==> src/core/rtc_regs.vh <==
// register offsets, field positions and reset values of the radio test/cal register bank
`ifndef RTC_REGS_VH
`define RTC_REGS_VH
`define RTC_OFS_CARRIER_OFFSET 10'h372
`define RTC_OFS_BAND_OVR_VAL 10'h3CB
`define RTC_OFS_BIAS_OVR_VAL 10'h3CC
`define RTC_OFS_OVR_CTRL 10'h3CD
`define RTC_OFS_CAL_CFG 10'h3D0
`define RTC_OFS_XTAL_CFG 10'h3D2
`define RTC_OFS_BAND_CAL_RES 10'h3DA
`define RTC_OFS_BIAS_CAL_RES 10'h3DB
`define RTC_OFS_PROBE_SEL 10'h3F8
`define RTC_OFS_PROBE_MUX 10'h3F9
`define RTC_OFS_PIN_SEL 10'h3FA
`define RTC_OFS_DAC_GAIN 10'h3FD
`define RTC_BIT_BAND_OVR_EN 0
`define RTC_BIT_BIAS_OVR_EN 1
`define RTC_Q_REF_HI 5
`define RTC_Q_REF_LO 2
`define RTC_CAP_HI 5
`define RTC_CAP_LO 3
`define RTC_RST_CAL_CFG 4'h1
`define RTC_RST_DAC_GAIN 4'h4
`define RTC_CAL_BYPASS 4'hF
`define RTC_CAL_ENABLE 4'h1
`define RTC_PROBE_RSSI 8'h64
`define RTC_MUX_RSSI 2'h3
`define RTC_PIN_DEFAULT 8'h00
`define RTC_PIN_SLICER 8'h21
`define RTC_PIN_LIMIT 8'h40
`define RTC_PIN_LIMIT_FILT 8'h41
`define RTC_PIN_PKT_TX 8'h50
`define RTC_PIN_PA_RAMP 8'h53
`define RTC_PIN_SPORT_LO 8'hA0
`define RTC_PIN_SPORT_HI 8'hA8
`define RTC_PIN_TEST_DAC 8'hC9
`endif

==> src/core/rtc_radio_test_cal_regs.v <==
// apb register bank with oscillator overrides, calibration control and pin routing
//
// The APB slave port was left to the implementer.
`timescale 1ns/1ns
`include "rtc_regs.vh"
module rtc_radio_test_cal_regs (
  input wire ref_clk,
  input wire rst,
  input wire psel,
  input wire penable,
  input wire pwrite,
  input wire [31:0] paddr,
  input wire [31:0] pwdata,
  output wire pready,
  output reg [31:0] prdata,
  output wire pslverr,
  input wire [7:0] carrierOffset,
  input wire [7:0] bandCalResult,
  input wire [7:0] biasCalResult,
  input wire [7:0] calBand,
  input wire [7:0] calBias,
  output reg [7:0] oscBand,
  output reg [7:0] oscBias,
  output reg [3:0] oscQPhaseLevelRef,
  output reg calOnTransition,
  output reg [2:0] crystalCapTrim,
  output reg [3:0] diagDacGain,
  output reg signalLevelProbeEnable,
  input wire slicerOut,
  input wire cdrOut,
  input wire limitQ,
  input wire limitI,
  input wire limitQFilt,
  input wire limitIFilt,
  input wire pktTxData,
  input wire paRampDone,
  input wire testDacOut,
  input wire irqOut,
  output reg genPinZero,
  output reg genPinOne,
  output reg genPinTwo,
  output reg irqSharedPinThree,
  output reg genPinFive,
  output reg sportEnable,
  output reg [3:0] sportMode
);

// =====================================================
// readback synchroniser for analog-side inputs
reg [7:0] offMeta_q, offSync_q, bandMeta_q, bandSync_q, biasMeta_q, biasSync_q;

// two-stage capture of the carrier offset count
always @(posedge ref_clk) begin
  if (rst) begin
    offMeta_q <= 8'h00;
    offSync_q <= 8'h00;
  end else begin
    offMeta_q <= carrierOffset;
    offSync_q <= offMeta_q;
  end
end

// two-stage capture of the calibrated band result
always @(posedge ref_clk) begin
  if (rst) begin
    bandMeta_q <= 8'h00;
    bandSync_q <= 8'h00;
  end else begin
    bandMeta_q <= bandCalResult;
    bandSync_q <= bandMeta_q;
  end
end

// two-stage capture of the calibrated bias result
always @(posedge ref_clk) begin
  if (rst) begin
    biasMeta_q <= 8'h00;
    biasSync_q <= 8'h00;
  end else begin
    biasMeta_q <= biasCalResult;
    biasSync_q <= biasMeta_q;
  end
end

// =====================================================
// apb slave
reg [7:0] bandOvr_q, biasOvr_q, ovrCtrl_q, calCfg_q, xtalCfg_q;
reg [7:0] probeSel_q, probeMux_q, pinSel_q, dacGain_q;
wire [9:0] regIdx;
wire access;
wire wrEn;
reg hit;
reg [7:0] rdVal;

assign regIdx = paddr[11:2];
assign access = psel & penable;
assign wrEn = access & pwrite;
assign pready = 1'b1; // zero wait states
assign pslverr = access & ~hit;

// read decode and map hit
always @* begin
  hit = 1'b1;
  rdVal = 8'h00;
  case (regIdx)
    `RTC_OFS_CARRIER_OFFSET: rdVal = offSync_q;
    `RTC_OFS_BAND_OVR_VAL: rdVal = bandOvr_q;
    `RTC_OFS_BIAS_OVR_VAL: rdVal = biasOvr_q;
    `RTC_OFS_OVR_CTRL: rdVal = ovrCtrl_q;
    `RTC_OFS_CAL_CFG: rdVal = calCfg_q;
    `RTC_OFS_XTAL_CFG: rdVal = xtalCfg_q;
    `RTC_OFS_BAND_CAL_RES: rdVal = bandSync_q;
    `RTC_OFS_BIAS_CAL_RES: rdVal = biasSync_q;
    `RTC_OFS_PROBE_SEL: rdVal = probeSel_q;
    `RTC_OFS_PROBE_MUX: rdVal = probeMux_q;
    `RTC_OFS_PIN_SEL: rdVal = pinSel_q;
    `RTC_OFS_DAC_GAIN: rdVal = dacGain_q;
    default: hit = 1'b0;
  endcase
  if (paddr[1:0] != 2'h0 || paddr[31:12] != 20'h00000) begin
    hit = 1'b0;
    rdVal = 8'h00;
  end
end

// registered read data
always @(posedge ref_clk) begin
  if (rst) begin
    prdata <= 32'h00000000;
  end else if (psel & ~penable & ~pwrite) begin
    // loaded in setup so it stands through the zero-wait access cycle
    prdata <= {24'h000000, rdVal};
  end
end

// =====================================================
// per-register write strobes
wire wrBandOvr;
wire wrBiasOvr;
wire wrOvrCtrl;
wire wrCalCfg;
wire wrXtalCfg;
wire wrProbeSel;
wire wrProbeMux;
wire wrPinSel;
wire wrDacGain;

// a strobe needs a mapped, aligned write in the access phase
assign wrBandOvr = wrEn & hit & (regIdx == `RTC_OFS_BAND_OVR_VAL);
assign wrBiasOvr = wrEn & hit & (regIdx == `RTC_OFS_BIAS_OVR_VAL);
assign wrOvrCtrl = wrEn & hit & (regIdx == `RTC_OFS_OVR_CTRL);
assign wrCalCfg = wrEn & hit & (regIdx == `RTC_OFS_CAL_CFG);
assign wrXtalCfg = wrEn & hit & (regIdx == `RTC_OFS_XTAL_CFG);
assign wrProbeSel = wrEn & hit & (regIdx == `RTC_OFS_PROBE_SEL);
assign wrProbeMux = wrEn & hit & (regIdx == `RTC_OFS_PROBE_MUX);
assign wrPinSel = wrEn & hit & (regIdx == `RTC_OFS_PIN_SEL);
assign wrDacGain = wrEn & hit & (regIdx == `RTC_OFS_DAC_GAIN);

// =====================================================
// configuration registers; reserved bits stored and read back as written

// band override value
always @(posedge ref_clk) begin
  if (rst) begin
    bandOvr_q <= 8'h00;
  end else if (wrBandOvr) begin
    bandOvr_q <= pwdata[7:0];
  end
end

// bias override value
always @(posedge ref_clk) begin
  if (rst) begin
    biasOvr_q <= 8'h00;
  end else if (wrBiasOvr) begin
    biasOvr_q <= pwdata[7:0];
  end
end

// override enables and q phase reference
always @(posedge ref_clk) begin
  if (rst) begin
    ovrCtrl_q <= 8'h00;
  end else if (wrOvrCtrl) begin
    ovrCtrl_q <= pwdata[7:0];
  end
end

// calibration configuration, calibration on by default
always @(posedge ref_clk) begin
  if (rst) begin
    calCfg_q <= {4'h0, `RTC_RST_CAL_CFG};
  end else if (wrCalCfg) begin
    calCfg_q <= pwdata[7:0];
  end
end

// crystal tuning configuration
always @(posedge ref_clk) begin
  if (rst) begin
    xtalCfg_q <= 8'h00;
  end else if (wrXtalCfg) begin
    xtalCfg_q <= pwdata[7:0];
  end
end

// analog probe selection
always @(posedge ref_clk) begin
  if (rst) begin
    probeSel_q <= 8'h00;
  end else if (wrProbeSel) begin
    probeSel_q <= pwdata[7:0];
  end
end

// signal level probe multiplexer
always @(posedge ref_clk) begin
  if (rst) begin
    probeMux_q <= 8'h00;
  end else if (wrProbeMux) begin
    probeMux_q <= pwdata[7:0];
  end
end

// pin function selector
always @(posedge ref_clk) begin
  if (rst) begin
    pinSel_q <= 8'h00;
  end else if (wrPinSel) begin
    pinSel_q <= pwdata[7:0];
  end
end

// diagnostic dac gain
always @(posedge ref_clk) begin
  if (rst) begin
    dacGain_q <= {4'h0, `RTC_RST_DAC_GAIN};
  end else if (wrDacGain) begin
    dacGain_q <= pwdata[7:0];
  end
end

// =====================================================
// oscillator controls (registered)

// band: programmed value while its enable is set
always @(posedge ref_clk) begin
  if (rst) begin
    oscBand <= 8'h00;
  end else begin
    oscBand <= ovrCtrl_q[`RTC_BIT_BAND_OVR_EN] ? bandOvr_q : calBand;
  end
end

// bias: programmed value while its enable is set
always @(posedge ref_clk) begin
  if (rst) begin
    oscBias <= 8'h00;
  end else begin
    oscBias <= ovrCtrl_q[`RTC_BIT_BIAS_OVR_EN] ? biasOvr_q : calBias;
  end
end

// q phase amplitude reference field
always @(posedge ref_clk) begin
  if (rst) begin
    oscQPhaseLevelRef <= 4'h0;
  end else begin
    oscQPhaseLevelRef <= ovrCtrl_q[`RTC_Q_REF_HI:`RTC_Q_REF_LO];
  end
end

// bypass only on 0xF, any other value keeps calibration running
always @(posedge ref_clk) begin
  if (rst) begin
    calOnTransition <= 1'b1;
  end else begin
    calOnTransition <= (calCfg_q[3:0] != `RTC_CAL_BYPASS);
  end
end

// =====================================================
// crystal, dac and probe controls (registered)

// crystal capacitor trim field
always @(posedge ref_clk) begin
  if (rst) begin
    crystalCapTrim <= 3'h0;
  end else begin
    crystalCapTrim <= xtalCfg_q[`RTC_CAP_HI:`RTC_CAP_LO];
  end
end

// diagnostic dac gain field
always @(posedge ref_clk) begin
  if (rst) begin
    diagDacGain <= `RTC_RST_DAC_GAIN;
  end else begin
    diagDacGain <= dacGain_q[3:0];
  end
end

// signal level probe needs both selections at once
always @(posedge ref_clk) begin
  if (rst) begin
    signalLevelProbeEnable <= 1'b0;
  end else begin
    signalLevelProbeEnable <= (probeSel_q == `RTC_PROBE_RSSI) &&
      (probeMux_q[1:0] == `RTC_MUX_RSSI);
  end
end

// =====================================================
// pin function routing, outputs registered

// selector inside the serial port mode range
wire inSportRange;
assign inSportRange = (pinSel_q >= `RTC_PIN_SPORT_LO) && (pinSel_q <= `RTC_PIN_SPORT_HI);

// one selector value drives all routed pins
always @(posedge ref_clk) begin
  if (rst) begin
    genPinZero <= 1'b0;
    genPinOne <= 1'b0;
    genPinTwo <= 1'b0;
    irqSharedPinThree <= 1'b0;
    genPinFive <= 1'b0;
    sportEnable <= 1'b0;
    sportMode <= 4'h0;
  end else begin
    // default functions: pins idle low, irq on pin three, recovered data on pin five
    genPinZero <= 1'b0;
    genPinOne <= 1'b0;
    genPinTwo <= 1'b0;
    irqSharedPinThree <= irqOut;
    genPinFive <= cdrOut;
    sportEnable <= 1'b0;
    sportMode <= 4'h0;
    case (pinSel_q)
      `RTC_PIN_SLICER: genPinFive <= slicerOut;
      `RTC_PIN_LIMIT: begin
        genPinZero <= limitQ;
        genPinOne <= limitI;
      end
      `RTC_PIN_LIMIT_FILT: begin
        genPinZero <= limitQFilt;
        genPinOne <= limitIFilt;
        genPinTwo <= limitQ;
        irqSharedPinThree <= limitI;
      end
      `RTC_PIN_PKT_TX: genPinZero <= pktTxData;
      `RTC_PIN_PA_RAMP: genPinZero <= paRampDone;
      `RTC_PIN_TEST_DAC: genPinZero <= testDacOut;
      default: begin
        if (inSportRange) begin
          sportEnable <= 1'b1;
          sportMode <= pinSel_q[3:0];
        end
      end
    endcase
  end
end

endmodule

==> config.mk <==
export PLATFORM = sky130hd
export DESIGN_NAME = rtc_radio_test_cal_regs
export DESIGN_NICKNAME = d
export VERILOG_FILES = /design/src/core/rtc_radio_test_cal_regs.v
export VERILOG_INCLUDE_DIRS = /design/src /design/src/core
export SDC_FILE = /design/constraint.sdc
export NUM_CORES = 1
export LEC_CHECK = 0
export BUFFER_PORTS_ARGS = -buffer_cell sky130_fd_sc_hd__buf_2
export CORE_ASPECT_RATIO = 1.25
export CORE_MARGIN = 2
export CORE_UTILIZATION = 45
export DETAILED_ROUTE_END_ITERATION = 6
export GPL_ROUTABILITY_DRIVEN = 0
export PLACE_DENSITY = 0.74
export SKIP_CTS_REPAIR_TIMING = 1
export SYNTH_ARGS = -nofsm -noshare
export SYNTH_HDL_FRONTEND = slang
export SYNTH_SLANG_ARGS = --single-unit
export TNS_END_PERCENT = 20
==> constraint.sdc <==
create_clock -name ref_clk -period 4.9 [get_ports ref_clk]
set_input_delay 0.98 -clock ref_clk [delete_from_list [all_inputs] [get_ports ref_clk]]
set_output_delay 0.98 -clock ref_clk [all_outputs]
set_load 0.01 [all_outputs]
# Word level (Yosys, flattened, before mapping)
# Cells that the tools add are included.
op_classes:
  order_cmp: 2
  eq_ne: 21
  muxes: 11
  bitwise: 20
  reduce_logical: 9
op_table:
  columns: ["operator", "count"]
  rows:
  - ["equality test 10 bit, second input constant", 12]
  - ["one-hot mux 8 bit (12 select lines)", 1]
  - ["equality test 8 x 7 -> 1 bit, second input constant", 5]
  - ["two-way mux 8 bit", 3]
  - ["nonzero test 20 bit", 1]
  - ["AND 1 bit", 15]
  - ["OR reduction 12 bit", 1]
  - ["equality test 8 x 6 -> 1 bit, second input constant", 1]
  - ["equality test 8 bit, second input constant", 1]
  - [">= comparator 8 bit, second input constant", 1]
  - ["less-or-equal comparator 8 bit, second input constant", 1]
  - ["OR reduction 8 bit", 1]
  - ["OR reduction 7 bit", 1]
  - ["two-way mux 1 bit", 5]
  - ["NOT 1 bit", 5]
  - ["one-hot mux 1 bit (5 select lines)", 1]
  - ["inequality test 4 bit, second input constant", 1]
  - ["equality test 2 bit, second input constant", 1]
  - ["logical AND 1 bit", 2]
  - ["one-hot mux 1 bit (2 select lines)", 1]
  - ["nonzero test 2 bit", 1]
  - ["OR reduction 2 bit", 1]
  - ["logical OR 1 bit", 1]
word_totals:
  regBits: 167
  inputBits: 119
  output_inout_bits: 73
  wordCells: 93

# Longest topological paths before layout
# Gate-level depths: netlist of the first run.
depth:
  depth_word: 6
  mapped_depth: 9
  depth_no_buf: 6

# Least setup slack after synthesis of the first run
# No wires, ideal clock.
synth_path:
  kind: "input-to-output"
  from: "input port paddr[4]"
  to: "output port pslverr"
  t_arrival_ns: 2.137
  t_required_ns: 3.920
  setup_slack_ns: 1.783
  cell_stages: 6
  path_buffers: 1
  path_cell_list: "buf_2 -> nor4b_1 -> o311ai_0 -> o2111ai_1 -> o31ai_1 -> and3_1"
synth_between:
  elab_chain_cells: 6
  elab_cells_between_ends: 17
  classes_between: "eq/ne: 12; mux: 2; bitwise: 2; reduce/logical: 1"
synth_lines:
  columns: ["item", "line", "rtl"]
  rows:
  - ["start: declaration", "rtc_radio_test_cal_regs.v:12", "input wire [31:0] paddr,"]
  - ["equality test 10 bit", "rtc_radio_test_cal_regs.v:105", "case (regIdx)"]
  - ["OR reduction 12 bit (no line) *", null, null]
  - ["two-way mux 1 bit *", "rtc_radio_test_cal_regs.v:105", null]
  - ["two-way mux 1 bit *", "rtc_radio_test_cal_regs.v:120", "if (paddr[1:0] != 2'h0 || paddr[31:12] != 20'h00000) begin"]
  - ["NOT 1 bit *", "rtc_radio_test_cal_regs.v:99", "assign pslverr = access & ~hit;"]
  - ["AND 1 bit *", "rtc_radio_test_cal_regs.v:99", null]
  - ["end: declaration", "rtc_radio_test_cal_regs.v:16", "output wire pslverr,"]
# Mark *: on every way between the ends. The rest lies on a longest branch, timed or not.

# Worst setup path in the final report of the first run
# Same ends and word-level chain as after synthesis.

==> metrics.txt, run 1 <==
CP startpoint kind input pin; share of the synthesized area in the top cell type 48.3%; area post-placement 7590 um^2; DR vias 5564; mean post-synth cell area 9.73 um^2; Core Region 15000 um^2; Max transition margin 37.4%; Die H 143 um; vias in the first global route 5127; sequential element share of the synthesized area 48.3%; Die Wd 115 um; TNS Setup 0 ps; CTS max path bufs 2; Post-synth EDFFs 0; count of cell types in the netlist 61; gr usage total 21.8%; Final Hold Vio Count 0; clock tree from TritonCTS yes; Worst Tran Pin Value 939 ps; Finished Cell Area 8220 um^2; clock root buffer clkbuf_16; CTS sink cnt 167; Leakage Power 0.00325 uW; VDD IR max 0.000238 V; CTS clk-pin slew, worst paths 60 ps; grt total ovfl 0; first-pass GRT wire length 27200 um; final setup fails 0; Yosys Warn Count 0; Routed WL 17600 um; post-synthesis async set-or-reset flop share 0%; Crit. End Element primary output; Seq cells post-synth 167; Crit path required time 3920 ps; synthesis-to-finish area growth 18.8%; max-slew violation count 0; DRC violations left 0; total die area 16400 um^2; Clock Skews 13.5 ps; clk_lat worst skew 430 ps; cell taking the most area after synthesis dfxtp_1; initial antenna violation count 0; most frequent cell after synthesis dfxtp_1; largest net degree at the start of global routing 95; via density per instance 5.43; layout cells sized above 1 22.9%; Synth Flop Type dfxtp_1; DP Wirelength 12700 um; diode count 0; critical path data arrival time 2860 ps; final net count 949; HP Class flop to flop; kind of critical path input pin to primary output; Cell Area, Synth 6920 um^2; Post-synth top cells dfxtp_1 (167), nor2_1 (110), mux2i_1 (98); H-Tree Level Count 4; unrepaired setup endpoints after global routing no; Final period util 78.4%; Initial Utilization 46.1%; final worst path period need 3840 ps; top post-synthesis cells by area dfxtp_1 (48%), mux2i_1 (14%), nor2_1 (6.0%); PortBufs 142; Core Rows 50; CP Max Fanout 19; 1st-pass router iterations 5; PD cells 358 nW/um^2; Fmax 0.260 GHz; status finished clean; max cap viols 0; TritonCTS Buffers 17; initial detailed-routing violation count 568; I/O Pins 192; post-synthesis instance total 711; WL per Instance 17.2 um; final antenna-violating net count 0
==> critical path, cell delays in order <==
cell and delay (ps):
buf_2 360, nor4b_1 100, o311ai_0 480, o2111ai_1 200, o31ai_1 410, and3_1 210, buf_2 120
==> layout by cell type, fill, tap and decap left out, types with 4 or more instances in the layout <==
cell / n
nor3_1: 8
a22o_1: 9
and3_1: 7
o21ai_1: 5
o22ai_1: 7
buf_2: 141
nand3_1: 9
nor3_4: 5
conb_1: 25
inv_1: 4
clkbuf_16: 17
nor4_1: 10
nand4b_1: 6
nand2b_1: 6
nor2b_1: 63
nor3b_1: 5
a22oi_1: 18
bufinv_16: 4
mux2i_1: 98
nand2_1: 32
a21oi_1: 7
and2_1: 8
dfxtp_1: 167
nor2_1: 110
==> per-layer routing <==
metal	share of wire [%]	track usage, %
met1	40	26.6
met3	7.1	5.22
met2	49	34.9
met5	0	0
met4	4.5	12.3
==> cell type report <==
| cell class | instances | area [um^2] |
|---|---|---|
| multi-input cells | 497 | 3290 |
| fillers | 1399 | 6800 |
| clock buffers | 20 | 447 |
| well taps | 182 | 228 |
| flip-flops and latches | 167 | 3340 |
| inverters | 4 | 15.0 |
| repair buffers | 143 | 721 |
| clock inverters | 12 | 176 |
==> path summary, 6_finish.rpt <==
path                                    from           end  slack [ps]  cells past startpoint
worst max register to register   pinSel_q[1]     prdata[1]        2970                      5
worst max-delay path                paddr[4]       pslverr        1060                      7
worst min-delay path            offMeta_q[7]  offSync_q[7]         430                      1
worst min register to register  offMeta_q[7]  offSync_q[7]         430                      1
==> metrics by stage <==
step,worst slack (ps),util (%),total power (uW),cells,hold WS (ps)
final,1060,54.7,2940,1025,426
after detailed placement,1150,50.6,1580,993,422
after floorplan,1780,-,1530,734,414
after global routing,1050,54.7,3050,1025,444
after global placement,1130,50.6,1580,993,420
after CTS,1140,54.7,2970,1025,432
==> where the power goes <==
group | internal (uW) | switching [uW]
clock network | 865 | 523
registers | 1380 | 6.61
logic | 62.1 | 101
total | 2310 | 631
==> logic make-up (layout without fill, tap and decap cells) <==
family / count (synthesis) / after routing / synth area share, %
other cells: 2 / 25 / 0.109
compound gates: 72 / 72 / 7.61
mux: 100 / 100 / 14.5
xor+xnor: 1 / 1 / 0.127
simple gates: 299 / 299 / 23.9
flops: 167 / 167 / 48.3
buf+inv: 70 / 179 / 5.43
(Power assumes the default switching activity.)
==> run 2: changes to the inputs <==
Settings changed: ABC_AREA from default to 1.
Clock period 4.9 ns to 3.62 ns, I/O delays scaled along.
==> metrics.txt, run 2 <==
CTS clk-pin slew, worst paths 60 ps; commonest cells after routing, fill and taps aside nor2_1 (268), nand2_1 (233), dfxtp_1 (167); count of cell types in the netlist 27; Clock Skews 9.13 ps; Non-Filler Instances 1439; slowest CP cell inv_1; synthesis-to-finish area growth 17.9%; Max transition margin 41.0%; Final period util 81.3%; total die area 17500 um^2; CP startpoint kind input pin; Seq cells post-synth 167; Fmax 0.340 GHz; initial antenna violation count 2; max-slew violation count 0; initial detailed-routing violation count 629; grt total ovfl 0; Post-synth top cells nor2_1 (268), nand2_1 (233), dfxtp_1 (167); VDD IR max 0.000281 V; largest family of logic cells by synthesized area simple AND/OR/NAND/NOR gates; final worst path period need 2940 ps; Initial Utilization 45.9%; TNS Setup 0 ps; clock root buffer clkbuf_16; share of the synthesized area in the top cell type 45.1%; DRC violations left 0; largest net degree at the start of global routing 72; TritonCTS Buffers 17; CTS max path bufs 2; Crit path required time 2900 ps; switching power total 983 uW; Synth Area in XOR/XNOR 0%; max cap viols 0; mux contribution to synthesized area 0%; Leakage Power 0.00464 uW; internal reg-to-reg setup slack 2180 ps; critical path data arrival time 2220 ps; Worst Reg-to-Reg Cells 6; sequential element share of the synthesized area 45.1%; final setup fails 0; pre-CTS setup slack 545 ps; Crit. End Element primary output; Cell Count Post-Placement 1405; 1st-pass router iterations 6; worst-path cell chain buf_2, nand2_1, inv_1, nand2_1, nor2_1, nor2_1, nand3_4, a21oi_1, buf_2; combinational share of power 5.4%; top post-synthesis cells by area dfxtp_1 (45%), nor2_1 (14%), nand2_1 (12%); CTS sink cnt 167; Core Region 16100 um^2; most common cell after layout, fill and taps aside nor2_1; mean post-synth cell area 6.82 um^2; DR vias 6825; clock share of power 46.5%; Fillers 1603; most frequent cell after synthesis nor2_1; final net count 1327; Post-synth EDFFs 0; Routed WL 19300 um; clock tree from TritonCTS yes; kind of critical path input pin to primary output; clk_lat worst skew 440 ps; footprint of the multi-input gates 3140 um^2; first-pass GRT wire length 30300 um; Final Hold Vio Count 0; sequential power share 48.1%; post-synthesis instance total 1086; unrepaired setup endpoints after global routing no; post-synthesis async set-or-reset flop share 0%; Die Wd 119 um; Critical Path Max Stage Delay 300 ps; PortBufs 142; hold depth 2; CP Max Fanout 21; I/O Pins 192; WL per Instance 13.4 um; Worst Slack Setup Final 675 ps; simple-gate portion of the synthesized area 35.7%; HP Class flop to flop; vias in the first global route 6032; gr usage total 22.4%; H-Tree Level Count 4; PD cells 448 nW/um^2; Reg area 3340 um^2; design internal power 2930 uW; Synth Flop Type dfxtp_1; Final Util 54.1%; Core Rows 52; layout cells sized above 1 16.9%; Worst Tran Pin Value 878 ps; final antenna-violating net count 0; status finished clean; adder-cell share of the synthesized area 0%; Synth Area in Compound Gates 5.34%; Cell Area, Synth 7410 um^2; DP Wirelength 14000 um; via density per instance 4.74; cell taking the most area after synthesis dfxtp_1; Yosys Warn Count 0; Switching Share 25.1%; Die H 147 um
[run 2: changes by cell type after synthesis, moves of 49 or more]
cell	delta
nand2_1	+201
mux2i_1	-98
nor2b_1	-63
o21ai_0	+49
inv_1	+150
nor2_1	+158
[run 2: layout make-up]
type	count	area share [%]
well taps	216	3.09
inverters	155	6.66
flip-flops and latches	167	38.3
repair buffers	151	9.05
clock inverters	15	2.08
diodes	2	0.0573
clock buffers	17	4.87
multi-input cells	716	35.9
[run 2: stage by stage]
stage / instance area [um^2] / power [uW] / hold slack, ps
2_1_floorplan: 7500 / 2060 / 381
3_3_place_gp: 8130 / 2130 / 392
3_5_place_dp: 8130 / 2130 / 392
4_1_cts: 8730 / 3950 / 401
5_1_grt: 8730 / 4050 / 419
6_report: 8740 / 3910 / 400
[run 2: final timing paths]
| kind | startpoint | to |
|---|---|---|
| worst max-delay path | paddr[10] | pslverr |
| worst min-delay path | bandMeta_q[4] | bandSync_q[4] |
| worst max register to register | ovrCtrl_q[0] | prdata[0] |
| worst min register to register | bandMeta_q[4] | bandSync_q[4] |
[run 2: worst max-delay path, delay by kind of cell]
kind,cells,cell delay [ps]
AOI/OAI and AO/OA,1,160
and+or+nand+nor,5,780
buffers and inverters,3,550
[run 2: per-layer routing]
metal / wire length (um) / part of all wire [%] / track usage (%) / vias up
met5: 0 / 0 / 0 / -
met2: 9250 / 48 / 37.6 / 298
met1: 7860 / 41 / 26.7 / 2959
met3: 1390 / 7.2 / 4.48 / 48
met4: 809 / 4.2 / 12.6 / 0
li1: - / - / - / 3520
[run 2: kinds of logic after synthesis]
group                  Yosys count
AND/OR/NAND/NOR                612
buffers and inverters          226
flip-flops                     167
other                            2
AO/OA/AOI/OAI                   79
[run 2: power by group through the flow]
stage               Sequential, uW  Clock (uW)  Combinational [uW]
detailed placement            1920           0                 210
global route                  1880        1940                 235
global placement              1920           0                 208
floorplan                     1930           0                 128
finish                        1880        1820                 212
CTS                           1880        1850                 211
==> run 3: changes to the inputs <==
Settings changed: PLACE_DENSITY 0.74 to 0.76.
Clock period 3.62 ns to 2.4 ns, I/O delays scaled along.
==> metrics.txt, run 3 (same netlist as run 2, synthesis figures left out) <==
area post-placement 8360 um^2; Critical Path Max Stage Delay 170 ps; final worst path period need 2320 ps; gr usage total 23.1%; Core Rows 52; layout cells sized above 1 19.5%; Final Hold Vio Count 0; clock tree from TritonCTS yes; Die H 147 um; final setup fails 0; clk_lat worst skew 430 ps; DP Wirelength 14800 um; Switching Share 24.9%; most common cell after layout, fill and taps aside nor2_1; Worst Tran Pin Value 542 ps; WL per Instance 13.7 um; hold depth 3; max cap viols 0; initial detailed-routing violation count 529; initial antenna violation count 0; Crit. End Element primary output; M1 GR Usage 26.7%; critical path data arrival time 1840 ps; status finished clean; slowest CP cell nand2_1; final antenna-violating net count 0; Fmax 0.431 GHz; Final period util 96.6%; grt total ovfl 0; TritonCTS Buffers 17; CP Max Fanout 6; switching power total 1470 uW; DRC violations left 0; H-Tree Level Count 4; DR vias 7110; Fillers 1525; clock root buffer clkbuf_16; total die area 17500 um^2; VDD IR max 0.000436 V; max-slew violation count 0; PortBufs 142; Routed WL 20200 um; commonest cells after routing, fill and taps aside nor2_1 (267), nand2_1 (233), dfxtp_1 (167); Final Util 56.0%; CP startpoint kind input pin; clock share of power 45.9%; Crit path required time 1920 ps; via density per instance 4.82; sequential power share 48.1%; met3 Usage GRT 4.86%; largest net degree at the start of global routing 39; 1st-pass router iterations 5; kind of critical path input pin to primary output; CTS sink cnt 167; Die Wd 119 um; Max transition margin 63.8%; met2 usage 39.0%; vias in the first global route 6412; synthesis-to-finish area growth 21.9%; Core Region 16100 um^2; final net count 1365; diode count 0; CTS max path bufs 2; combinational share of power 5.9%; PD cells 652 nW/um^2; total power 5890 uW; GR peak layer met2; Leakage Power 0.00483 uW; HP Class input pin to flop; Initial Utilization 45.9%; I/O Pins 192; first-pass GRT wire length 31500 um; TNS Setup 0 ps; Finished Cell Area 9030 um^2; CTS clk-pin slew, worst paths 60 ps; Worst Reg-to-Reg Cells 6; design internal power 4420 uW; Clock Skews 8.85 ps; worst-path cell chain buf_2, nand2_1, buf_4, nor2_1, buf_4, nand3_2, nand2_1, nor2_1, nand3_4, a21oi_1, buf_2
run 3: final cells by class:
class | count | area, um^2 | share of cell area [%]
sequential | 167 | 3340 | 37.0
clock inverter | 15 | 165 | 1.83
tap | 216 | 270 | 2.99
multi-input combinational | 716 | 3150 | 34.8
inverter | 155 | 586 | 6.48
clock buffer | 17 | 425 | 4.71
timing repair buffer | 189 | 1100 | 12.2
run 3: final timing paths:
check	startpoint	to	slack, ps
hold reg to reg	offMeta_q[5]	offSync_q[5]	400
hold / removal	bandCalResult[0]	bandMeta_q[0]	250
setup / recovery	paddr[10]	pslverr	80
setup reg to reg	ovrCtrl_q[1]	prdata[1]	1000
run 3: through the flow:
step | hold WS [ps] | setup slack (ps) | std cells
final | 245 | 81.0 | 1475
after global placement | 394 | 7.30 | 1433
after CTS | 233 | 40.2 | 1465
after global routing | 234 | -0.585 | 1475
after detailed placement | 396 | -16.7 | 1433
after floorplan | 381 | 318 | 1109
run 3: critical path, delay by kind of cell:
kind,cells,cell delay [ps]
AO/OA/AOI/OAI,1,170
buffers and inverters,4,530
AND/OR/NAND/NOR,6,650
run 3: power by group through the flow:
| stage | logic, uW | clock network (uW) | registers [uW] |
|---|---|---|---|
| floorplan | 194 | 0 | 2910 |
| global placement | 331 | 0 | 2900 |
| detailed placement | 335 | 0 | 2900 |
| CTS | 336 | 2750 | 2840 |
| global route | 382 | 2860 | 2840 |
| finish | 349 | 2710 | 2840 |
run 3: per-layer routing:
layer	part of all wire, %	up-vias
li1	-	3584
met1	39	3086
met2	47	359
met3	8.7	81
met4	5.8	0
met5	0	-
